--- src/port_pin_consts.svh ---
// constants for the port pin override logic and its peripheral end
`ifndef PORT_PIN_CONSTS_SVH
`define PORT_PIN_CONSTS_SVH

// ----------------------------------------------------------------
// port shape
// ----------------------------------------------------------------
`define PORT_PINS            8
`define PIN_SIX              6
`define PIN_SEVEN            7

// ----------------------------------------------------------------
// device register indexes on its own register port
// ----------------------------------------------------------------
`define REG_PIN_INPUT        2'h0
`define REG_PIN_DIRECTION    2'h1
`define REG_PIN_OUTPUT       2'h2
`define REG_MCU_CONTROL      2'h3

// ----------------------------------------------------------------
// device register fields and reset values
// ----------------------------------------------------------------
`define MCU_PUD_BIT          4
`define PORT_RESET           8'h00
`define MCU_CONTROL_RESET    8'h00

// ----------------------------------------------------------------
// peripheral end apb map (byte addresses)
// ----------------------------------------------------------------
`define APB_FUNC_ENABLE      12'h000
`define APB_PIN_CHANGE       12'h004
`define APB_PIN_STATUS       12'h008

// function enable register fields
`define FE_TIMER0_A          0
`define FE_TIMER1_C          1
`define FE_TIMER1_B          2
`define FE_FAST_B            3
`define FE_RTS               4
`define FE_TIMER1_A          5
`define FE_SPI_MASTER        6

// pin change register fields
`define PC_MASK_LSB          0
`define PC_ENABLE_BIT        8

`define APB_ZERO             32'h0000_0000

`endif

--- src/port_pin_pkg.sv ---
// types shared by the port pin override logic and its peripheral end
`default_nettype none
package port_pin_pkg;
	typedef logic [7:0] port_bits_t;
	typedef logic [1:0] reg_index_t;
endpackage : port_pin_pkg
`default_nettype wire

--- src/port_override_if.sv ---
// override signal bundle between peripheral modules and the port pin logic
`timescale 1ns/1ps
`default_nettype none
interface port_override_if;
	import port_pin_pkg::*;
	port_bits_t pullup_override_enable;
	port_bits_t pullup_override_value;
	port_bits_t direction_override_enable;
	port_bits_t direction_override_value;
	port_bits_t value_override_enable;
	port_bits_t value_override_value;
	port_bits_t toggle_override_enable;
	port_bits_t input_enable_override_enable;
	port_bits_t input_enable_override_value;
	port_bits_t alt_function_raw_input;

	modport device (
		input  pullup_override_enable,
		input  pullup_override_value,
		input  direction_override_enable,
		input  direction_override_value,
		input  value_override_enable,
		input  value_override_value,
		input  toggle_override_enable,
		input  input_enable_override_enable,
		input  input_enable_override_value,
		output alt_function_raw_input
	);

	modport peripheral (
		output pullup_override_enable,
		output pullup_override_value,
		output direction_override_enable,
		output direction_override_value,
		output value_override_enable,
		output value_override_value,
		output toggle_override_enable,
		output input_enable_override_enable,
		output input_enable_override_value,
		input  alt_function_raw_input
	);
endinterface : port_override_if
`default_nettype wire

--- src/port_alt_function_peripherals.sv ---
// peripheral end: builds the override signals for the port pins
`timescale 1ns/1ps
`default_nettype none
`include "port_pin_consts.svh"
module port_alt_function_peripherals
	import port_pin_pkg::*;
(
	input  wire logic        i_clock,
	input  wire logic        i_nrst,
	// apb slave
	input  wire logic        i_psel,
	input  wire logic        i_penable,
	input  wire logic        i_pwrite,
	input  wire logic [11:0] i_paddr,
	input  wire logic [31:0] i_pwdata,
	output logic             o_pready,
	output logic             o_pslverr,
	output logic      [31:0] o_prdata,
	// waveforms from the peripheral cores
	input  wire logic        i_timer0_compare_a_out,
	input  wire logic        i_timer1_compare_a_out,
	input  wire logic        i_timer1_compare_b_out,
	input  wire logic        i_timer1_compare_c_out,
	input  wire logic        i_fast_timer_compare_b_out,
	input  wire logic        i_uart_rts_out,
	input  wire logic        i_spi_clock_out,
	input  wire logic        i_spi_data_out,
	// synchronised pin-change sources
	output port_bits_t       o_pin_change_sources,
	// pin side
	port_override_if.peripheral ovr
);

	// ----------------------------------------------------------------
	// apb registers
	// ----------------------------------------------------------------
	logic [6:0]  func_enable_reg;
	port_bits_t  pc_mask_reg;
	logic        pc_enable_reg;
	port_bits_t  raw_sync_reg;
	port_bits_t  raw_pin_reg;
	logic        access;
	logic        mapped;

	assign access   = i_psel && i_penable;
	assign mapped   = (i_paddr == `APB_FUNC_ENABLE)
		|| (i_paddr == `APB_PIN_CHANGE) || (i_paddr == `APB_PIN_STATUS);
	assign o_pready  = 1'b1;
	assign o_pslverr = access && !mapped;

	always_ff @(posedge i_clock or negedge i_nrst) begin
		if (!i_nrst) begin
			func_enable_reg <= 7'h00;
			pc_mask_reg     <= 8'h00;
			pc_enable_reg   <= 1'b0;
		end else if (access && i_pwrite) begin
			if (i_paddr == `APB_FUNC_ENABLE) begin
				func_enable_reg <= i_pwdata[6:0];
			end
			if (i_paddr == `APB_PIN_CHANGE) begin
				pc_mask_reg   <= i_pwdata[`PC_MASK_LSB +: 8];
				pc_enable_reg <= i_pwdata[`PC_ENABLE_BIT];
			end
		end
	end

	always_comb begin
		o_prdata = `APB_ZERO;
		if (i_paddr == `APB_FUNC_ENABLE) begin
			o_prdata = {25'h000_0000, func_enable_reg};
		end else if (i_paddr == `APB_PIN_CHANGE) begin
			o_prdata = {23'h00_0000, pc_enable_reg, pc_mask_reg};
		end else if (i_paddr == `APB_PIN_STATUS) begin
			o_prdata = {24'h00_0000, raw_pin_reg};
		end
	end

	// ----------------------------------------------------------------
	// own synchroniser for the raw pin input
	// ----------------------------------------------------------------
	always_ff @(posedge i_clock or negedge i_nrst) begin
		if (!i_nrst) begin
			raw_sync_reg <= 8'h00;
			raw_pin_reg  <= 8'h00;
		end else begin
			raw_sync_reg <= ovr.alt_function_raw_input;
			raw_pin_reg  <= raw_sync_reg;
		end
	end

	assign o_pin_change_sources = raw_pin_reg & pc_mask_reg
		& {8{pc_enable_reg}};

	// ----------------------------------------------------------------
	// override generation, flopped so the pins see clean levels
	// ----------------------------------------------------------------
	// pin 7 sources share one value path: when several are enabled the
	// lower field wins, software is expected to enable only one
	logic spi_master;
	logic p7_enable;
	logic p7_value;
	logic p6_enable;
	logic p6_value;

	assign spi_master = func_enable_reg[`FE_SPI_MASTER];
	assign p7_enable  = func_enable_reg[`FE_TIMER0_A]
		|| func_enable_reg[`FE_TIMER1_C] || func_enable_reg[`FE_RTS];
	assign p7_value   = func_enable_reg[`FE_TIMER0_A]
		? i_timer0_compare_a_out
		: (func_enable_reg[`FE_TIMER1_C]
			? i_timer1_compare_c_out : i_uart_rts_out);
	assign p6_enable  = func_enable_reg[`FE_TIMER1_B]
		|| func_enable_reg[`FE_FAST_B];
	assign p6_value   = func_enable_reg[`FE_TIMER1_B]
		? i_timer1_compare_b_out : i_fast_timer_compare_b_out;

	always_ff @(posedge i_clock or negedge i_nrst) begin
		if (!i_nrst) begin
			ovr.pullup_override_enable      <= 8'h00;
			ovr.pullup_override_value       <= 8'h00;
			ovr.direction_override_enable   <= 8'h00;
			ovr.direction_override_value    <= 8'h00;
			ovr.value_override_enable       <= 8'h00;
			ovr.value_override_value        <= 8'h00;
			ovr.toggle_override_enable      <= 8'h00;
			ovr.input_enable_override_enable <= 8'h00;
			ovr.input_enable_override_value <= 8'h00;
		end else begin
			ovr.pullup_override_enable <= {4'h0, {4{spi_master}}};
			ovr.pullup_override_value  <= 8'h00;
			ovr.direction_override_enable <= {4'h0, {4{spi_master}}};
			ovr.direction_override_value  <= 8'h00;
			ovr.value_override_enable <= {p7_enable, p6_enable,
				func_enable_reg[`FE_TIMER1_A], 1'b0,
				{3{spi_master}}, 1'b0};
			ovr.value_override_value <= {p7_value, p6_value,
				i_timer1_compare_a_out, 1'b0, 1'b0,
				i_spi_data_out, i_spi_clock_out, 1'b0};
			ovr.toggle_override_enable <= 8'h00;
			ovr.input_enable_override_enable <= pc_mask_reg
				& {8{pc_enable_reg}};
			ovr.input_enable_override_value <= 8'hff;
		end
	end

endmodule : port_alt_function_peripherals
`default_nettype wire

--- src/flat_wrapper.sv ---
// flat-port wrapper written by rule: the top's interface ports become plain ports
module port_alt_function_peripherals_flat import port_pin_pkg::*;
  (i_clock, i_nrst, i_psel, i_penable, i_pwrite, i_paddr, i_pwdata, o_pready, o_pslverr, o_prdata, i_timer0_compare_a_out, i_timer1_compare_a_out, i_timer1_compare_b_out, i_timer1_compare_c_out, i_fast_timer_compare_b_out, i_uart_rts_out, i_spi_clock_out, i_spi_data_out, o_pin_change_sources, ovr_pullup_override_enable, ovr_pullup_override_value, ovr_direction_override_enable, ovr_direction_override_value, ovr_value_override_enable, ovr_value_override_value, ovr_toggle_override_enable, ovr_input_enable_override_enable, ovr_input_enable_override_value, ovr_alt_function_raw_input);
  port_override_if ovr_i ();
  input  wire logic i_clock;
  input  wire logic i_nrst;
  input  wire logic i_psel;
  input  wire logic i_penable;
  input  wire logic i_pwrite;
  input  wire logic [11:0] i_paddr;
  input  wire logic [31:0] i_pwdata;
  output logic o_pready;
  output logic o_pslverr;
  output logic      [31:0] o_prdata;
  input  wire logic i_timer0_compare_a_out;
  input  wire logic i_timer1_compare_a_out;
  input  wire logic i_timer1_compare_b_out;
  input  wire logic i_timer1_compare_c_out;
  input  wire logic i_fast_timer_compare_b_out;
  input  wire logic i_uart_rts_out;
  input  wire logic i_spi_clock_out;
  input  wire logic i_spi_data_out;
  output port_bits_t o_pin_change_sources;
  output wire logic [$bits(ovr_i.pullup_override_enable)-1:0] ovr_pullup_override_enable;
  output wire logic [$bits(ovr_i.pullup_override_value)-1:0] ovr_pullup_override_value;
  output wire logic [$bits(ovr_i.direction_override_enable)-1:0] ovr_direction_override_enable;
  output wire logic [$bits(ovr_i.direction_override_value)-1:0] ovr_direction_override_value;
  output wire logic [$bits(ovr_i.value_override_enable)-1:0] ovr_value_override_enable;
  output wire logic [$bits(ovr_i.value_override_value)-1:0] ovr_value_override_value;
  output wire logic [$bits(ovr_i.toggle_override_enable)-1:0] ovr_toggle_override_enable;
  output wire logic [$bits(ovr_i.input_enable_override_enable)-1:0] ovr_input_enable_override_enable;
  output wire logic [$bits(ovr_i.input_enable_override_value)-1:0] ovr_input_enable_override_value;
  input wire logic [$bits(ovr_i.alt_function_raw_input)-1:0] ovr_alt_function_raw_input;
  assign ovr_pullup_override_enable = ovr_i.pullup_override_enable;
  assign ovr_pullup_override_value = ovr_i.pullup_override_value;
  assign ovr_direction_override_enable = ovr_i.direction_override_enable;
  assign ovr_direction_override_value = ovr_i.direction_override_value;
  assign ovr_value_override_enable = ovr_i.value_override_enable;
  assign ovr_value_override_value = ovr_i.value_override_value;
  assign ovr_toggle_override_enable = ovr_i.toggle_override_enable;
  assign ovr_input_enable_override_enable = ovr_i.input_enable_override_enable;
  assign ovr_input_enable_override_value = ovr_i.input_enable_override_value;
  assign ovr_i.alt_function_raw_input = ovr_alt_function_raw_input;
  port_alt_function_peripherals u_core (.i_clock(i_clock), .i_nrst(i_nrst), .i_psel(i_psel), .i_penable(i_penable), .i_pwrite(i_pwrite), .i_paddr(i_paddr), .i_pwdata(i_pwdata), .o_pready(o_pready), .o_pslverr(o_pslverr), .o_prdata(o_prdata), .i_timer0_compare_a_out(i_timer0_compare_a_out), .i_timer1_compare_a_out(i_timer1_compare_a_out), .i_timer1_compare_b_out(i_timer1_compare_b_out), .i_timer1_compare_c_out(i_timer1_compare_c_out), .i_fast_timer_compare_b_out(i_fast_timer_compare_b_out), .i_uart_rts_out(i_uart_rts_out), .i_spi_clock_out(i_spi_clock_out), .i_spi_data_out(i_spi_data_out), .o_pin_change_sources(o_pin_change_sources), .ovr(ovr_i));
endmodule
--- config.mk ---
export PLATFORM = sky130hd
export DESIGN_NAME = port_alt_function_peripherals_flat
export DESIGN_NICKNAME = d
export VERILOG_FILES = /design/src/port_pin_pkg.sv /design/src/port_override_if.sv /design/src/port_alt_function_peripherals.sv /design/src/flat_wrapper.sv
export VERILOG_INCLUDE_DIRS = /design/src
export SDC_FILE = /design/constraint.sdc
export NUM_CORES = 1
export LEC_CHECK = 0
export BUFFER_PORTS_ARGS = -buffer_cell sky130_fd_sc_hd__buf_2
export CELL_PAD_IN_SITES_DETAIL_PLACEMENT = 1
export CELL_PAD_IN_SITES_GLOBAL_PLACEMENT = 1
export CORE_MARGIN = 2
export CORE_UTILIZATION = 32
export CTS_CLUSTER_DIAMETER = 200
export DETAILED_ROUTE_END_ITERATION = 10
export HOLD_SLACK_MARGIN = 0.1
export PLACE_DENSITY_LB_ADDON = 0.1
export SYNTH_ARGS = -nofsm -noshare
export SYNTH_HDL_FRONTEND = slang
export SYNTH_SLANG_ARGS = --single-unit
--- constraint.sdc ---
create_clock -name i_clock -period 1.85 [get_ports i_clock]
set_input_delay 0.0925 -clock i_clock [delete_from_list [all_inputs] [get_ports i_clock]]
set_output_delay 0.0925 -clock i_clock [all_outputs]
set_load 0.01 [all_outputs]
Word level (Yosys, flattened, before mapping):

Cells that the tools add are included.

* bits in registers: 53
* bits in read-only memories: 0
* memories: 0
* word-level logic and storage cells: 33
* RAM bits: 0
* output and inout port bits: 114
* bits in latches: 0

* shifts and indexed selects: 0
* reductions and logical operators: 12
* eq/ne operators: 2
* magnitude comparators: 0
* add/sub/neg operators: 0
* div/mod/pow operators: 0
* bitwise gates (word level): 3
* multipliers: 0
* muxes and demuxes: 6

Operator list (number)
* two-way mux 32 bit: 2
* AND 8 bit: 3
* equality test 12 x 3 -> 1 bit (second input constant): 1
* equality test 12 x 4 -> 1 bit (second input constant): 1
* zero test 12 bit: 1
* two-way mux 8 bit: 1
* logical OR 1 bit: 5
* AND reduction 2 bit: 2
* logical AND 1 bit: 3
* two-way mux 1 bit: 3
* zero test 1 bit: 1

Logic depth before layout (Yosys ltp):

Gate-level depths: netlist of the first run.

* depth in word-level cells: 5
* depth in mapped cells: 4
* depth with buffers taken out: 3

Worst setup path after synthesis of the first run:

Ideal clock, no wire load.

* path type: input-to-output
* start point: in i_paddr[5]
* end point: out o_prdata[0]
* arrival time: 1209 ps
* stages on the path: 3
* setup slack: 549 ps
* buffers on the path: 0
* required time: 1757 ps
* path through: nor4_4 -> nand3_4 -> a2111oi_2

* cells in the longest elaborated chain, start to end: 4
* elaborated cells on any way between the ends: 6
* those cells by class: eq/ne (2); mux (3); reduce/logical (1)

RTL lines
* start: declaration: line flat_wrapper.sv:10 `input wire logic [11:0] i_paddr;`
* equality test 12 x 4 -> 1 bit (no line)
* two-way mux 8 bit: line port_alt_function_peripherals.sv:73 `` end else if (i_paddr == `APB_PIN_STATUS) begin ``
* two-way mux 32 bit: line port_alt_function_peripherals.sv:71 `` end else if (i_paddr == `APB_PIN_CHANGE) begin ``
* two-way mux 32 bit *: line port_alt_function_peripherals.sv:69 `` if (i_paddr == `APB_FUNC_ENABLE) begin ``
* end: declaration: line flat_wrapper.sv:14 `output logic [31:0] o_prdata;`

Mark *: on every way between the ends. The rest lies on a longest branch, timed or not.

Final worst setup path of the first run:

* start point: reg u_core.pc_enable_reg
* end point: out o_prdata[8]

* cells in the longest elaborated chain, start to end: 2

RTL lines
* start: declaration: line port_alt_function_peripherals.sv:39 `logic pc_enable_reg;`
* start signal: assignment: line port_alt_function_peripherals.sv:62 `` pc_enable_reg <= i_pwdata[`PC_ENABLE_BIT]; ``
* two-way mux 32 bit: line port_alt_function_peripherals.sv:71
* two-way mux 32 bit: line port_alt_function_peripherals.sv:69

Every way passes these cells.

==> results_tabular.tex, run 1 <==
\begin{tabular}{lr}
\hline
Metric & Value \\
\hline
\multicolumn{2}{l}{\textbf{Critical path}} \\
\quad Slowest stage cell on the critical path & sky130\_fd\_sc\_hd\_\_dfrtp\_1 \\
\quad Data required time at the worst endpoint & 1760 ps \\
\quad Critical-path cell list & and4\_2, buf\_2 \\
\quad Critical path class & reg -> out \\
\quad R2R cell count & 2 \\
\quad Longest individual stage delay on the worst path & 720 ps \\
\quad Startpoint kind of the worst setup timing path & register \\
\quad Kind of end point of the critical path & output pin \\
\quad Critical Path Fanout Max & 18 \\
\quad Worst EP arrival & 1470 ps \\
\multicolumn{2}{l}{\textbf{Run status}} \\
\quad Outcome & complete, no violations \\
\multicolumn{2}{l}{\textbf{Yosys}} \\
\quad Synth Register Bits & 50 \\
\quad Number of enable-type register cells in the synthesized netlist & 0 \\
\quad Share of the synthesized area in the top cell type & 0.482 \\
\quad Most used DFF post-synth & sky130\_fd\_sc\_hd\_\_dfrtp\_1 \\
\quad Gate Count Post-Synth & 218 \\
\quad FFs w/ async S/R, synth & 1.00 \\
\quad Top cells by area, synth & sky130\_fd\_sc\_hd\_\_dfrtp\_1 48\%, sky130\_fd\_sc\_hd\_\_buf\_4 23\%, sky130\_fd\_sc\_hd\_\_mux2\_2 7.4\% \\
\quad Number of distinct library cells after synthesis & 28 \\
\quad Post-synthesis cell area & 2590 um2 \\
\quad Seq/Total Area, Yosys & 0.482 \\
\quad Number of warnings issued by yosys & 0 \\
\quad Synthesized area per cell & 11.9 um2 \\
\quad Leading area contributor after synthesis & sky130\_fd\_sc\_hd\_\_dfrtp\_1 \\
\multicolumn{2}{l}{\textbf{Layout}} \\
\quad Reg area & 1250 um2 \\
\quad Proportion of layout cells with a drive suffix above 1 & 0.426 \\
\quad Final standard cell count with taps included and fillers excluded & 428 \\
\quad Fill count & 919 \\
\quad Post-layout net count & 390 \\
\quad Area overhead of the layout relative to synthesis & 23.9\% \\
\quad Layout Cell Area excl Fill & 3210 um2 \\
\quad Antenna cell count & 0 \\
\quad Multi-input logic area & 962 um2 \\
\multicolumn{2}{l}{\textbf{Timing}} \\
\quad Max-Slew Margin vs Limit & 0.604 \\
\quad Slew at the pin with the worst max-slew slack & 594 ps \\
\quad Hold Violations, Final & 0 \\
\quad RSZ-0062 raised after global routing & false \\
\quad Setup-violating endpoint count in the final report & 0 \\
\quad Count of final max-slew check failures & 0 \\
\quad Skew final & 7.49 ps \\
\quad Final min period & 1560 ps \\
\quad Final sum of negative setup slack & 0 ps \\
\quad Fin crit share & 0.846 \\
\quad Max Clock Freq & 639 MHz \\
\multicolumn{2}{l}{\textbf{Clock tree}} \\
\quad Worst-Skew Late Latency & 300 ps \\
\quad Sinks on Clock Net & 50 \\
\quad Library cell used as clock root buffer & sky130\_fd\_sc\_hd\_\_clkbuf\_8 \\
\quad Num CTS Buffers & 5 \\
\quad CTS clk-pin slew, worst paths & 100 ps \\
\quad Deepest clock path buffer count & 2 \\
\quad \# H-tree levels & 2 \\
\quad Cts repair resizes & 0 \\
\quad TritonCTS clock tree & yes \\
\multicolumn{2}{l}{\textbf{Routing}} \\
\quad Violation count after the first detailed-routing iteration & 21 \\
\quad Via total after detailed routing & 1728 \\
\quad Routed len/inst & 13.2 um \\
\quad Routed Wire Length & 5640 um \\
\quad First drt pass iteration count & 2 \\
\quad Number of DRC violations after detailed routing & 0 \\
\quad Per-cell via count in the routed design & 4.04 \\
\quad Remaining number of nets flagged by the antenna check after routing & 0 \\
\multicolumn{2}{l}{\textbf{Min path}} \\
\quad Worst hold path class & in -> reg \\
\quad Min-Delay Path Depth & 3 \\
\multicolumn{2}{l}{\textbf{Power and ir drop}} \\
\quad Power density cells & 673 nW/um2 \\
\quad Leakage power total & 0.00179 uW \\
\quad IR Drop Worst-Case VDD & 0.464 mV \\
\multicolumn{2}{l}{\textbf{Placement}} \\
\quad Port Buffer Count & 94 \\
\quad Cells after DPL & 396 \\
\quad Placer congestion estimate & 0.680 \\
\quad Estimated wirelength of the detail-placed design & 4070 um \\
\quad Placed Area & 2860 um2 \\
\multicolumn{2}{l}{\textbf{Job}} \\
\quad Maxcap violations & 0 \\
\multicolumn{2}{l}{\textbf{GRT}} \\
\quad Wire length of the first global-routing pass & 8840 um \\
\quad Pin count of the biggest net entering global routing & 27 \\
\quad Number of global-route vias before repair & 1791 \\
\quad Total global routing track utilization & 0.133 \\
\quad Grt total ovfl & 0 \\
\quad Antenna violations before repair & 0 \\
\multicolumn{2}{l}{\textbf{Die}} \\
\quad Die span in x & 94.0 um \\
\quad Starting utilization of the core area & 0.332 \\
\quad Core ar. & 7810 um2 \\
\quad Die outline height & 94.0 um \\
\quad Std-Cell Rows & 32 \\
\quad Top Ports & 179 \\
\quad Floorplan die area & 8840 um2 \\
\hline
\end{tabular}
==> metal layers <==
layer	vias up	global-route usage	routed length, um
met3	5	0.0417	450
met1	827	0.155	2310
li1	805	-	-
met5	-	0	0
met2	91	0.234	2820
met4	0	0.0362	57
==> cell type report <==
type                    count  area share
clock buffers               5      0.0214
clock inverters             3      0.0136
repair buffers            123       0.237
flip-flops and latches     50       0.389
well taps                 102      0.0397
multi-input cells         145       0.299
==> synthesized netlist by cell type (3+ instances only) <==
master and n:
sky130_fd_sc_hd__a2111oi_2 7, sky130_fd_sc_hd__and2_1 8, sky130_fd_sc_hd__and3_1 9, sky130_fd_sc_hd__buf_4 78
sky130_fd_sc_hd__dfrtp_1 50, sky130_fd_sc_hd__mux2_2 17, sky130_fd_sc_hd__nand2_1 3, sky130_fd_sc_hd__nand2b_1 7
sky130_fd_sc_hd__nor2_1 8, sky130_fd_sc_hd__nor2b_1 7
==> cells in the final DEF (no fill, tap or decap), drive strengths merged, types with 2 or more instances in the layout <==
cell / synthesis / layout
nand4: 2 / 2
buf: 80 / 99
nor4: 3 / 3
nor2b: 7 / 7
nor2: 8 / 8
nand2: 3 / 3
a2111oi: 7 / 7
dlygate4sd3: 0 / 24
and2: 8 / 8
clkbuf: 3 / 5
nand2b: 7 / 7
dfrtp: 50 / 50
mux2: 17 / 17
and3: 9 / 9
nand3b: 2 / 2
conb: 2 / 62
==> final timing paths <==
path | slack, ps | startpoint | endpoint
max | 290 | u_core.pc_enable_reg | o_prdata[8]
min | 110 | i_uart_rts_out | u_core.ovr.value_override_value[7]
max reg2reg | 440 | u_core.func_enable_reg[2] | u_core.ovr.value_override_value[6]
min reg2reg | 360 | u_core.raw_sync_reg[1] | u_core.raw_pin_reg[1]
max in group asynchronous | 990 | i_nrst | u_core.raw_pin_reg[6]
min in group asynchronous | 320 | i_nrst | u_core.func_enable_reg[1]
==> metrics by stage <==
stage	hold slack, ps	total power, uW	util	worst slack, ps
after floorplan	-203	1360	-	549
after global placement	133	1360	0.367	270
after detailed placement	131	1360	0.367	272
after CTS	103	2190	0.412	216
after global routing	109	2290	0.412	165
final	107	2160	0.412	285
==> critical path: cells and delay by family (launching register included) <==
family | cells | cell delay, ps
simple gates | 1 | 320
buf+inv | 1 | 130
flops | 1 | 720
==> repair_timing <==
item | CTS | global route
hold buffers | 24 | 0
hold endpoints to repair | 53 | 0
buffers inserted | 0 | 0
endpoints found under the setup margin | 0 | 0
==> kinds of logic after synthesis <==
logic type	Yosys count	synth area share
muxes	18	0.0777
DFF	50	0.482
AOI/OAI and AO/OA	10	0.0478
buffers and inverters	83	0.233
and+or+nand+nor	55	0.156
other	2	0.00290
==> power breakdown <==
group          total, uW  internal [uW]  switching (uW)
clock                786            406             380
sequential          1130           1120            10.1
combinational        251           99.7             151
Note: power is estimated with default switching activity, not from simulation.
==> run 2, diff against run 1 <==
--- a/config.mk
+++ b/config.mk
@@ -10,7 +10,7 @@
 export CELL_PAD_IN_SITES_DETAIL_PLACEMENT = 1
 export CELL_PAD_IN_SITES_GLOBAL_PLACEMENT = 1
 export CORE_MARGIN = 2
-export CORE_UTILIZATION = 32
+export CORE_UTILIZATION = 27
 export CTS_CLUSTER_DIAMETER = 200
 export DETAILED_ROUTE_END_ITERATION = 10
 export HOLD_SLACK_MARGIN = 0.1
==> constraint.sdc (replaced) <==
create_clock -name i_clock -period 1.3 [get_ports i_clock]
set_input_delay 0.065 -clock i_clock [delete_from_list [all_inputs] [get_ports i_clock]]
set_output_delay 0.065 -clock i_clock [all_outputs]
set_load 0.01 [all_outputs]
==> run 2 against run 1 <==
The flow now finishes with violations (setup timing); total power increased by 38%; sequential share of layout area decreased by 3.6 points; first-iteration DRC count grew 120%; count of clock-buffer cells in the layout is 1 higher; die area up 18%; register-to-register slack worse by 230 ps; clock power rose by 24%; critical path depth up 1; non-clock buffer count grew 20.
==> results_tabular.tex, run 2 (same netlist as run 1, synthesis figures left out) <==
\begin{tabular}{lr}
\hline
Metric & Value \\
\hline
\multicolumn{2}{l}{\textbf{Layout}} \\
\quad Final standard cell count with taps included and fillers excluded & 475 (+11\%) \\
\quad Leading cell types in the layout, fill and taps excluded & 89 x sky130\_fd\_sc\_hd\_\_buf\_2, 62 x sky130\_fd\_sc\_hd\_\_conb\_1, 49 x sky130\_fd\_sc\_hd\_\_dfrtp\_1 \\
\quad Antenna cell count & 0 (unchanged) \\
\quad Proportion of layout cells with a drive suffix above 1 & 0.488 (+0.0621) \\
\quad Most common cell after layout, fill and taps aside & sky130\_fd\_sc\_hd\_\_buf\_2 \\
\quad Area overhead of the layout relative to synthesis & 36.7\% \\
\quad Post-layout net count & 410 (+5.1\%) \\
\multicolumn{2}{l}{\textbf{Clock tree}} \\
\quad Num CTS Buffers & 5 (unchanged) \\
\quad Library cell used as clock root buffer & sky130\_fd\_sc\_hd\_\_clkbuf\_8 \\
\quad Sinks on Clock Net & 50 (unchanged) \\
\quad Worst-Skew Late Latency & 310 ps (about the same) \\
\quad TritonCTS clock tree & yes \\
\quad CTS clk-pin slew, worst paths & 100 ps (about the same) \\
\quad Deepest clock path buffer count & 2 (unchanged) \\
\quad \# H-tree levels & 2 (unchanged) \\
\multicolumn{2}{l}{\textbf{Placement}} \\
\quad Worst Setup Slack post-DPL & -157 ps (-429 ps) \\
\quad Port Buffer Count & 94 (unchanged) \\
\quad Cells after DPL & 427 (+7.8\%) \\
\quad Estimated wirelength of the detail-placed design & 4240 um (+4.3\%) \\
\quad Placer congestion estimate & 0.652 (-4.2\%) \\
\multicolumn{2}{l}{\textbf{Timing}} \\
\quad Skew final & 10.3 ps (+2.81 ps) \\
\quad Final min period & 1340 ps \\
\quad Setup-violating endpoint count in the final report & 7 (+7) \\
\quad Fin crit share & 1.03 \\
\quad Minimum hold slack & 267 ps (+160 ps) \\
\quad RSZ-0062 raised after global routing & true \\
\quad Max Clock Freq & 746 MHz \\
\quad Final WS setup & -40.6 ps (-326 ps) \\
\quad Count of final max-slew check failures & 0 (unchanged) \\
\quad Hold Violations, Final & 0 (unchanged) \\
\multicolumn{2}{l}{\textbf{Die}} \\
\quad Die span in x & 102 um (+8.5\%) \\
\quad Top Ports & 179 (unchanged) \\
\quad Die outline height & 102 um (+8.5\%) \\
\quad Floorplan die area & 10400 um2 (+18\%) \\
\quad Starting utilization of the core area & 0.279 (-0.0528) \\
\quad Std-Cell Rows & 35 (+9.4\%) \\
\quad Core ar. & 9280 um2 (+19\%) \\
\multicolumn{2}{l}{\textbf{GRT}} \\
\quad Grt total ovfl & 0 (unchanged) \\
\quad Antenna violations before repair & 0 (unchanged) \\
\quad Total global routing track utilization & 0.126 (-0.00706) \\
\quad Pin count of the biggest net entering global routing & 51 (+89\%) \\
\quad Number of global-route vias before repair & 1846 (+3.1\%) \\
\quad Wire length of the first global-routing pass & 9650 um (+9.1\%) \\
\multicolumn{2}{l}{\textbf{Power and ir drop}} \\
\quad Sw power & 794 uW (+47\%) \\
\quad IR Drop Worst-Case VDD & 0.392 mV (-16\%) \\
\quad Power share of the sequential group & 0.538 (+0.017) \\
\quad Power density cells & 840 nW/um2 (+25\%) \\
\quad Design internal power & 2180 uW (+35\%) \\
\quad Switch share & 0.267 (+0.0163) \\
\quad Leakage power total & 0.00190 uW (+6.1\%) \\
\quad Clock share of power & 0.327 (-0.036) \\
\quad Comb pwr share & 0.135 (+0.019) \\
\multicolumn{2}{l}{\textbf{Critical path}} \\
\quad Critical path class & reg -> out \\
\quad Kind of end point of the critical path & output pin \\
\quad Critical Path Fanout Max & 2 (-16) \\
\quad Data required time at the worst endpoint & 1240 ps (-520 ps) \\
\quad Worst EP arrival & 1280 ps (-190 ps) \\
\quad Startpoint kind of the worst setup timing path & register \\
\multicolumn{2}{l}{\textbf{Job}} \\
\quad Maxcap violations & 0 (unchanged) \\
\multicolumn{2}{l}{\textbf{Routing}} \\
\quad Via total after detailed routing & 1795 (+3.9\%) \\
\quad First drt pass iteration count & 3 (+1) \\
\quad Routed Wire Length & 6320 um (+12\%) \\
\quad Remaining number of nets flagged by the antenna check after routing & 0 (unchanged) \\
\quad Per-cell via count in the routed design & 3.78 (-6.4\%) \\
\quad Number of DRC violations after detailed routing & 0 (unchanged) \\
\quad Violation count after the first detailed-routing iteration & 47 (+120\%) \\
\quad Routed len/inst & 13.3 um (+1.0\%) \\
\multicolumn{2}{l}{\textbf{Run status}} \\
\quad Outcome & complete, but fails checks \\
\quad Failing checks & setup timing \\
\multicolumn{2}{l}{\textbf{Min path}} \\
\quad Worst hold path class & in -> async \\
\hline
\end{tabular}
[run 2: cell count changes in the layout (fill, tap and decap cells not counted), moves of 6 or more]
cell,change
sky130_fd_sc_hd__buf_6,+6
sky130_fd_sc_hd__nor2_1,-7
sky130_fd_sc_hd__a2111oi_4,+7
sky130_fd_sc_hd__nor2_2,+7
sky130_fd_sc_hd__buf_4,+16
sky130_fd_sc_hd__a2111oi_2,-7
[run 2: layout make-up]
cell class | count | area [um2]
sequential | 50 | 1250
multi-input combinational | 145 | 1080
clock buffer | 6 | 82.6
clock inverter | 2 | 12.5
timing repair buffer | 143 | 958
tap | 129 | 161
fill | 1072 | 5740
[run 2: repair_timing]
item / CTS / global route
buffers inserted: 11 / 3
resized for setup: 21 / 6
hold buffers: 26 / 0
endpoints found under the setup margin: 16 / 7
hold endpoints to repair: 79 / 0
pin swaps: 10 / 9
[run 2: power by group through the flow]
stage	sequential [uW]	clock (uW)	combinational, uW
5_1_grt	1610	1090	447
4_1_cts	1600	1030	400
3_5_place_dp	1640	0	312
2_1_floorplan	1640	0	295
3_3_place_gp	1630	0	309
6_report	1600	974	401
[run 2: stage by stage]
step	utilization	power, uW	instance area [um2]	setup TNS (ps)
final	0.382	2980	3540	-179
after global routing	0.382	3150	3540	-757
after CTS	0.377	3030	3500	-373
after detailed placement	0.315	1950	2930	-3250
after global placement	0.315	1940	2930	-3050
after floorplan	-	1930	2820	0
[run 2: path summary, 6_finish.rpt]
path                                        start                    end  slack, ps  cells after the start
max                         u_core.raw_pin_reg[4]            o_prdata[4]        -40                      3
min                                        i_nrst  u_core.pc_mask_reg[1]        270                      3
max reg2reg                  u_core.pc_enable_reg   u_core.pc_enable_reg        210                      2
min reg2reg                u_core.raw_sync_reg[4]  u_core.raw_pin_reg[4]        350                      0
max in group asynchronous                  i_nrst   u_core.pc_enable_reg        780                      3
min in group i_clock       u_core.raw_sync_reg[4]  u_core.raw_pin_reg[4]        350                      0
[run 2: routing by layer]
metal / up-vias / global-route usage / wire (um)
met4: 0 / 0.0400 / 77
met1: 858 / 0.161 / 2600
met5: - / 0 / 0
met3: 5 / 0.0301 / 512
li1: 838 / - / -
met2: 94 / 0.211 / 3130
[run 2: critical path, stage by stage, from the launching register on]
cell                        delay [ps]
sky130_fd_sc_hd__dfrtp_1           360
sky130_fd_sc_hd__nand2b_1          100
sky130_fd_sc_hd__a2111oi_4         320
sky130_fd_sc_hd__buf_2             190
